===== src/hdl/filt_consts.svh =====
// Constants for the codec decimation, interpolation and high pass filters
// Functional notes
// Decimator: flat passband, deep stopband above Nyquist
// Interpolator: flat passband, deep image rejection
// Selectable DC-removing high pass on converted input
// High pass: y = x - x1 + 0.9995*y1
// Deselected: pass through, clear filter history
`ifndef FILT_CONSTS_SVH
`define FILT_CONSTS_SVH
// ==================================================================
// Sample format
`define SMP_W 24
`define SMP_MAX 40'sh00007fffff
`define SMP_MIN 40'shffff800000
// ==================================================================
// Decimating half-band taps, sum scaled down by 2^DEC_SHIFT
`define DEC_DLY 6
`define DEC_CE 32'sh1
`define DEC_CM 32'sh9
`define DEC_CC 32'sh10
`define DEC_SHIFT 5
// ==================================================================
// Interpolating polyphase taps, sum scaled down by 2^INT_SHIFT
`define INT_DLY 4
`define INT_CE 32'sh1
`define INT_CM 32'sh9
`define INT_SHIFT 4
// ==================================================================
// High pass: feedback 0.9995 as a 16-bit fraction, state keeps 8 fraction bits
`define HPF_COEF 52'sh0ffdf
`define HPF_COEF_SHIFT 16
`define HPF_FRAC 8
`define HPF_ST_W 34
// ==================================================================
// Output buffer
`define FIFO_DEPTH 8
`endif


===== src/hdl/filt_pkg.sv =====
// Types shared by the filter blocks
package filt_pkg;
  `include "filt_consts.svh"
  typedef logic signed [`SMP_W-1:0] smp_t;
  typedef struct packed {
    smp_t [1:0] ch;
  } pair_t;
  typedef enum {D_TAKE, D_EVEN, D_ODD} dac_st_t;
  function automatic smp_t sat24(input logic signed [39:0] v);
    if (v > `SMP_MAX) begin
      return smp_t'(`SMP_MAX);
    end else if (v < `SMP_MIN) begin
      return smp_t'(`SMP_MIN);
    end
    return smp_t'(v);
  endfunction
endpackage


===== src/hdl/sample_fifo.sv =====
// Parameterised first-in first-out buffer with valid/ready on both sides
`timescale 1ns/1ns
module sample_fifo #(
  parameter int W = 48,
  parameter int D = 8
) (
  input wire logic mclk,
  input wire logic srst,
  input wire logic in_valid,
  output logic in_ready,
  input wire logic [W-1:0] in_data,
  output logic out_valid,
  input wire logic out_ready,
  output logic [W-1:0] out_data
);
  localparam int AW = $clog2(D);
  logic [W-1:0] mem [0:D-1];
  logic [AW-1:0] wr_r;
  logic [AW-1:0] rd_r;
  logic [AW:0] cnt_r;
  wire push = in_valid && in_ready;
  wire pop = out_valid && out_ready;

  assign in_ready = (cnt_r != (AW+1)'(D));
  assign out_valid = (cnt_r != '0);
  assign out_data = mem[rd_r];

  always_ff @(posedge mclk) begin
    if (push) begin
      mem[wr_r] <= in_data;
    end
  end

  always_ff @(posedge mclk) begin
    if (srst) begin
      wr_r <= '0;
      rd_r <= '0;
      cnt_r <= '0;
    end else begin
      if (push) begin
        wr_r <= (wr_r == AW'(D-1)) ? '0 : wr_r + AW'(1);
      end
      if (pop) begin
        rd_r <= (rd_r == AW'(D-1)) ? '0 : rd_r + AW'(1);
      end
      cnt_r <= cnt_r + (AW+1)'(push) - (AW+1)'(pop);
    end
  end
endmodule


===== src/hdl/codec_filters.sv =====
// Stereo decimation with DC high pass, and stereo 2x interpolation
`timescale 1ns/1ns
`include "filt_consts.svh"
module codec_filters
(
  input wire logic mclk,
  input wire logic srst,
  input wire logic hpf_sel,
  input wire logic adc_in_valid,
  output logic adc_in_ready,
  input wire filt_pkg::pair_t adc_in_data,
  output logic adc_out_valid,
  input wire logic adc_out_ready,
  output filt_pkg::pair_t adc_out_data,
  input wire logic dac_in_valid,
  output logic dac_in_ready,
  input wire filt_pkg::pair_t dac_in_data,
  output logic dac_out_valid,
  input wire logic dac_out_ready,
  output filt_pkg::pair_t dac_out_data
);
  // ==================================================================
  // High pass select pin, synchronised
  logic hpf_s1_r;
  logic hpf_on_r;
  always_ff @(posedge mclk) begin
    if (srst) begin
      hpf_s1_r <= 1'b0;
      hpf_on_r <= 1'b0;
    end else begin
      hpf_s1_r <= hpf_sel;
      hpf_on_r <= hpf_s1_r;
    end
  end

  // ==================================================================
  // Decimation by two
  filt_pkg::pair_t adc_dly_r [0:`DEC_DLY-1];
  filt_pkg::pair_t dec_raw;
  filt_pkg::pair_t dec_sel;
  filt_pkg::pair_t dec_data_r;
  logic adc_phase_r;
  logic dec_vld_r;
  logic fifo_in_ready;
  wire adc_fire = adc_in_valid && adc_in_ready;
  wire dec_go = adc_fire && adc_phase_r;
  // A held result only blocks the input while the buffer refuses it
  assign adc_in_ready = !dec_vld_r || fifo_in_ready;

  always_ff @(posedge mclk) begin
    if (srst) begin
      adc_dly_r[0] <= '0;
    end else if (adc_fire) begin
      adc_dly_r[0] <= adc_in_data;
    end
  end

  genvar k;
  generate
    for (k = 1; k < `DEC_DLY; k++) begin : g_dly
      always_ff @(posedge mclk) begin
        if (srst) begin
          adc_dly_r[k] <= '0;
        end else if (adc_fire) begin
          adc_dly_r[k] <= adc_dly_r[k-1];
        end
      end
    end
  endgenerate

  genvar c;
  generate
    for (c = 0; c < 2; c++) begin : g_ch
      logic signed [31:0] dsum;
      logic signed [`HPF_ST_W-1:0] x1_r;
      logic signed [`HPF_ST_W-1:0] y1_r;
      logic signed [`HPF_ST_W-1:0] x_cur;
      logic signed [51:0] fb;
      logic signed [`HPF_ST_W-1:0] y_nxt;
      // Symmetric half-band: the taps two places either side of the centre are zero
      assign dsum = (`DEC_CM * 32'(adc_dly_r[1].ch[c]) + `DEC_CM * 32'(adc_dly_r[3].ch[c])
        + `DEC_CC * 32'(adc_dly_r[2].ch[c]) - `DEC_CE * 32'(adc_in_data.ch[c])
        - `DEC_CE * 32'(adc_dly_r[5].ch[c])) >>> `DEC_SHIFT;
      assign dec_raw.ch[c] = filt_pkg::sat24(40'(dsum));
      // State carries fraction bits so the slow pole does not stall on rounding
      assign x_cur = `HPF_ST_W'(dec_raw.ch[c]) <<< `HPF_FRAC;
      assign fb = (52'(y1_r) * `HPF_COEF) >>> `HPF_COEF_SHIFT;
      assign y_nxt = x_cur - x1_r + `HPF_ST_W'(fb);
      assign dec_sel.ch[c] = hpf_on_r
        ? filt_pkg::sat24(40'(y_nxt >>> `HPF_FRAC)) : dec_raw.ch[c];

      always_ff @(posedge mclk) begin
        if (srst || (dec_go && !hpf_on_r)) begin
          x1_r <= '0;
          y1_r <= '0;
        end else if (dec_go) begin
          x1_r <= x_cur;
          y1_r <= y_nxt;
        end
      end

    end
  endgenerate

  always_ff @(posedge mclk) begin
    if (srst) begin
      adc_phase_r <= 1'b0;
      dec_vld_r <= 1'b0;
      dec_data_r <= '0;
    end else begin
      if (adc_fire) begin
        adc_phase_r <= !adc_phase_r;
      end
      if (dec_go) begin
        dec_vld_r <= 1'b1;
        dec_data_r <= dec_sel;
      end else if (fifo_in_ready) begin
        dec_vld_r <= 1'b0;
      end
    end
  end

  sample_fifo #(.W($bits(filt_pkg::pair_t)), .D(`FIFO_DEPTH)) u_fifo (
    .mclk(mclk),
    .srst(srst),
    .in_valid(dec_vld_r),
    .in_ready(fifo_in_ready),
    .in_data(dec_data_r),
    .out_valid(adc_out_valid),
    .out_ready(adc_out_ready),
    .out_data(adc_out_data)
  );

  // ==================================================================
  // Interpolation by two: even output from four taps, odd output is a delayed input
  filt_pkg::pair_t int_dly_r [0:`INT_DLY-1];
  filt_pkg::pair_t int_even;
  filt_pkg::dac_st_t dac_st_r;
  filt_pkg::pair_t dac_data_r;
  wire dac_fire = dac_in_valid && dac_in_ready;
  wire dac_take = dac_out_valid && dac_out_ready;
  assign dac_in_ready = (dac_st_r == filt_pkg::D_TAKE);
  assign dac_out_valid = (dac_st_r != filt_pkg::D_TAKE);
  assign dac_out_data = dac_data_r;

  generate
    for (c = 0; c < 2; c++) begin : g_int
      logic signed [31:0] isum;
      assign isum = (`INT_CM * 32'(int_dly_r[0].ch[c]) + `INT_CM * 32'(int_dly_r[1].ch[c])
        - `INT_CE * 32'(dac_in_data.ch[c]) - `INT_CE * 32'(int_dly_r[2].ch[c]))
        >>> `INT_SHIFT;
      assign int_even.ch[c] = filt_pkg::sat24(40'(isum));
    end
    for (k = 1; k < `INT_DLY; k++) begin : g_idly
      always_ff @(posedge mclk) begin
        if (srst) begin
          int_dly_r[k] <= '0;
        end else if (dac_fire) begin
          int_dly_r[k] <= int_dly_r[k-1];
        end
      end
    end
  endgenerate

  always_ff @(posedge mclk) begin
    if (srst) begin
      int_dly_r[0] <= '0;
      dac_st_r <= filt_pkg::D_TAKE;
      dac_data_r <= '0;
    end else begin
      case (dac_st_r)
        filt_pkg::D_TAKE: begin
          if (dac_fire) begin
            int_dly_r[0] <= dac_in_data;
            dac_data_r <= int_even;
            dac_st_r <= filt_pkg::D_EVEN;
          end
        end
        filt_pkg::D_EVEN: begin
          if (dac_take) begin
            dac_data_r <= int_dly_r[1];
            dac_st_r <= filt_pkg::D_ODD;
          end
        end
        filt_pkg::D_ODD: begin
          if (dac_take) begin
            dac_st_r <= filt_pkg::D_TAKE;
          end
        end
        default: begin
          dac_st_r <= filt_pkg::D_TAKE;
        end
      endcase
    end
  end
endmodule


===== config.mk =====
export PLATFORM = sky130hd
export DESIGN_NAME = codec_filters
export DESIGN_NICKNAME = d
export VERILOG_FILES = /design/src/hdl/filt_pkg.sv /design/src/hdl/sample_fifo.sv /design/src/hdl/codec_filters.sv
export VERILOG_INCLUDE_DIRS = /design/src /design/src/hdl
export SDC_FILE = /design/constraint.sdc
export NUM_CORES = 2
export LEC_CHECK = 0
export ABC_AREA = 1
export ABC_CLOCK_PERIOD_IN_PS = 10800
export BUFFER_PORTS_ARGS = -buffer_cell sky130_fd_sc_hd__buf_2
export CAP_MARGIN = 5
export CELL_PAD_IN_SITES_DETAIL_PLACEMENT = 1
export CELL_PAD_IN_SITES_GLOBAL_PLACEMENT = 2
export CORE_AREA = 2 2 494 496
export DETAILED_ROUTE_END_ITERATION = 8
export DIE_AREA = 0 0 496 498
export PLACE_DENSITY = 0.79
export SLEW_MARGIN = 20
export SYNTH_ARGS = -nofsm -noshare
export SYNTH_HDL_FRONTEND = slang
export SYNTH_SLANG_ARGS = --single-unit

===== constraint.sdc =====
create_clock -name mclk -period 10.8 [get_ports mclk]
set_clock_uncertainty 0.2 [all_clocks]
set_input_delay 1.62 -clock mclk [delete_from_list [all_inputs] [get_ports mclk]]
set_output_delay 1.62 -clock mclk [all_outputs]
set_load 0.05 [all_outputs]

==> flow_summary.ini <==
[cts]
insertion_delay_ps = 830
hold_buffers = 0
cts_setup_buffers = 0
clkSlewWorstSetupHoldPaths_ps = 60
clock-root-buffer = clkbuf_16
htreeDepth = 4
cts_tree = built
clockBufferDepth = 3
cts.sinks = 1047
cts_buffers = 130
cts_resized = 0

[finish]
nets = 12700
n_fill_cell = 27700
multi_input_area_um2 = 55900
syn2layout_area_growth_pct = 9.26
seq_area_um2 = 29100
drive_gt1_share_pct = 5.53

[critical_path]
cp-end-kind = register
critPathSlowestCell = a21oi_4
worstRegToRegCells = 34
critPathKind = reg2reg
cp_max_fo = 23
path_common_cell = fa_1
regToRegStartpoint = g_ch[1].y1_r[7]
r2r-end = dec_data_r[43]
arrival_ps = 10450
r2r_slack_ps = 840
start_kind = register
required_ps = 11290
max_stage_delay_ps = 620

[run_status]
status = finished, final reports clean

[placement]
hpwl_um = 219000
place.gp.congestion = 0.902
portBuffers = 202

[grt]
grt_max_degree = 176
track_usage_pct = 22.5
grt.overflow.total = 0
antenna_found_initial = 10
grt_first_pass_wirelength_um = 432000
grt_pass1_vias = 75200

[sta]
finalSetupTns_ps = 0
worst_slew_pin_slew_ps = 1160
hold_viol_final = 0
setup_violations = 0
rsz0062_at_grt = false
slew_violations = 0
max_freq_mhz = 100
max-slew-margin-rel_pct = 23.0
fin_crit_ps = 9960
min_period_over_period_pct = 92.2

[route]
viasPerCell = 4.91
drc_errors = 0
drtIter0Drc = 3684
wirelength_um = 272000
num_vias = 67700
wl_per_cell_um = 19.7
antenna_left = 0
first_pass_iters = 5

[synth]
synth_xor_area_share_pct = 2.17
synth-seq-area-share_pct = 30.2
synth_fa_ha_area_share_pct = 37.3
synth_top_family_by_area = adder cells
synth_fp_nets = 12600
synth.mux.area_fraction_pct = 0
synthSimpleGateAreaFrac_pct = 10.6
synth_compound_area_share_pct = 7.74
avgSynthCellArea_um2 = 9.32
yosys_most_used_dff = edfxtp_1
synth_edf_count = 816
ys_ff_latch = 1047
synth_area_um2 = 96300
async_flop_share_pct = 0
synthCells = 10300
ys_types = 59
ys_warn_count = 0

[floorplan]
ios = 203
rows = 181
initial_core_util_pct = 39.8
die_h_um = 498
fp.coreArea_um2 = 242000
die_w_um = 496
die_area_um2 = 247000

[flow_run]
maxCapViolCount = 0

[hold_path]
hold_end = hpf_on_r
hold_class = reg2reg
hp-start = hpf_s1_r
worstHoldPathCells = 2
-- worst max path at each step --
stage,from,to,depth (start not counted)
global placement,adc_in_data[30],dec_data_r[42],40
floorplan,srst,adc_dly_r[0][0],4
finish,g_ch[1].y1_r[7],dec_data_r[43],34
global route,g_ch[0].y1_r[5],dec_data_r[1],36
CTS,g_ch[0].y1_r[11],dec_data_r[1],45
detailed placement,adc_in_data[21],dec_data_r[2],44
-- area by class of cell --
type / count / area share (%)
clock buffers: 159 / 3.24
multi-input cells: 6275 / 53.1
flip-flops and latches: 1047 / 27.7
inverters: 2786 / 9.94
well taps: 3202 / 3.81
repair buffers: 246 / 1.29
diodes: 5 / 0.0119
clock inverters: 75 / 0.921
-- state kept, by name (all words and copies together) (netlist names), 2 cells and up, named ones only --
register and cells:
adc_dly_r 288, dac_out_data 48, dac_st_r 2, dec_data_r 48, g_ch.x1_r 48, g_ch.y1_r 68, int_dly_r 144, u_fifo.cnt_r 4
u_fifo.mem 384, u_fifo.rd_r 3, u_fifo.wr_r 3
-- Yosys cell counts, types with 8 or more instances --
cell type,n,area share (%)
o211ai_1,19,0.15
nor3_1,44,0.23
nand2_1,1140,4.4
nand2_2,30,0.19
clkbuf_1,183,0.71
a21boi_0,14,0.11
nand3_2,13,0.14
o21a_1,15,0.12
buf_2,12,0.062
fa_1,1231,26
edfxtp_1,816,25
dfxtp_1,231,4.8
nand3_1,147,0.76
nand3b_1,23,0.18
inv_1,2755,11
nand4_1,21,0.14
clkinv_1,9,0.035
o21bai_1,15,0.12
a21oi_1,534,2.8
ha_1,905,12
nor2_1,1076,4.2
xor2_1,156,1.4
buf_1,8,0.031
o21ai_0,502,2.6
o21ai_2,12,0.11
or2_2,19,0.12
a31oi_1,94,0.61
buf_4,10,0.078
inv_2,22,0.086
o21ai_1,18,0.094
nor4_1,12,0.078
xnor2_1,83,0.75
a21o_1,38,0.30
o22ai_1,48,0.31
buf_6,12,0.14
-- critical path, delay by kind of cell, from the launching register on --
kind,cells,cell delay [ps]
adders and majority gates,9,4280
AOI/OAI and AO/OA,12,3560
and+or+nand+nor,7,670
DFF,1,590
buffers and inverters,5,310
xor gates and xnor gates,1,200
-- placed cells by master, fill, tap and decap left out, types with 8 or more instances in the layout --
cell type	synthesis	routed
inv_1	2755	2751
fa_1	1231	1231
nand2_1	1140	1138
nor2_1	1076	1065
ha_1	905	905
edfxtp_1	816	816
a21oi_1	534	534
o21ai_0	502	502
dfxtp_1	231	227
buf_2	12	202
xor2_1	156	156
nand3_1	147	145
clkbuf_16	0	131
a31oi_1	94	94
xnor2_1	83	83
o22ai_1	48	48
nor3_1	44	44
buf_4	10	43
a21o_1	38	38
nand2_2	30	30
clkinv_2	0	26
clkbuf_1	183	25
clkinv_1	9	24
inv_2	22	23
nand3b_1	23	23
nand4_1	21	21
o211ai_1	19	19
or2_2	19	19
o21ai_1	18	17
o21a_1	15	15
o21bai_1	15	15
a21boi_0	14	14
nand3_2	13	13
clkinv_16	0	13
o21ai_2	12	12
nor4_1	12	12
nor2_4	0	10
bufinv_16	0	9
nand2_4	7	8
-- kinds of logic after synthesis --
logic type / Yosys count
adders and majority gates: 2136
and+or+nand+nor: 2544
DFF: 1047
AOI/OAI and AO/OA: 1356
xor gates and xnor gates: 239
buffers and inverters: 3011
-- metrics by stage --
stage	worst slack [ps]	util (%)	hold slack (ps)	instance area [um2]	std cells
after floorplan	1570	-	188	96300	10300
after global placement	627	41.7	219	101000	13600
after detailed placement	482	41.7	225	101000	13600
after CTS	870	43.5	240	105000	13800
after global routing	186	43.5	257	105000	13800
final	843	43.5	237	105000	13800
-- per-layer routing --
| layer | track usage, % | wire [um] | share of wire, % | vias up |
|---|---|---|---|---|
| li1 | - | - | - | 32100 |
| met1 | 32.2 | 130000 | 48 | 34400 |
| met5 | 0 | 10 | 0.0037 | - |
| met4 | 4.11 | 4430 | 1.6 | 2 |
| met2 | 36.8 | 128000 | 47 | 932 |
| met3 | 2.48 | 9930 | 3.7 | 234 |
Power is left out: the tool's default activity adds up to more than one toggle a clock period on the data nets, which glitch-free logic cannot reach.
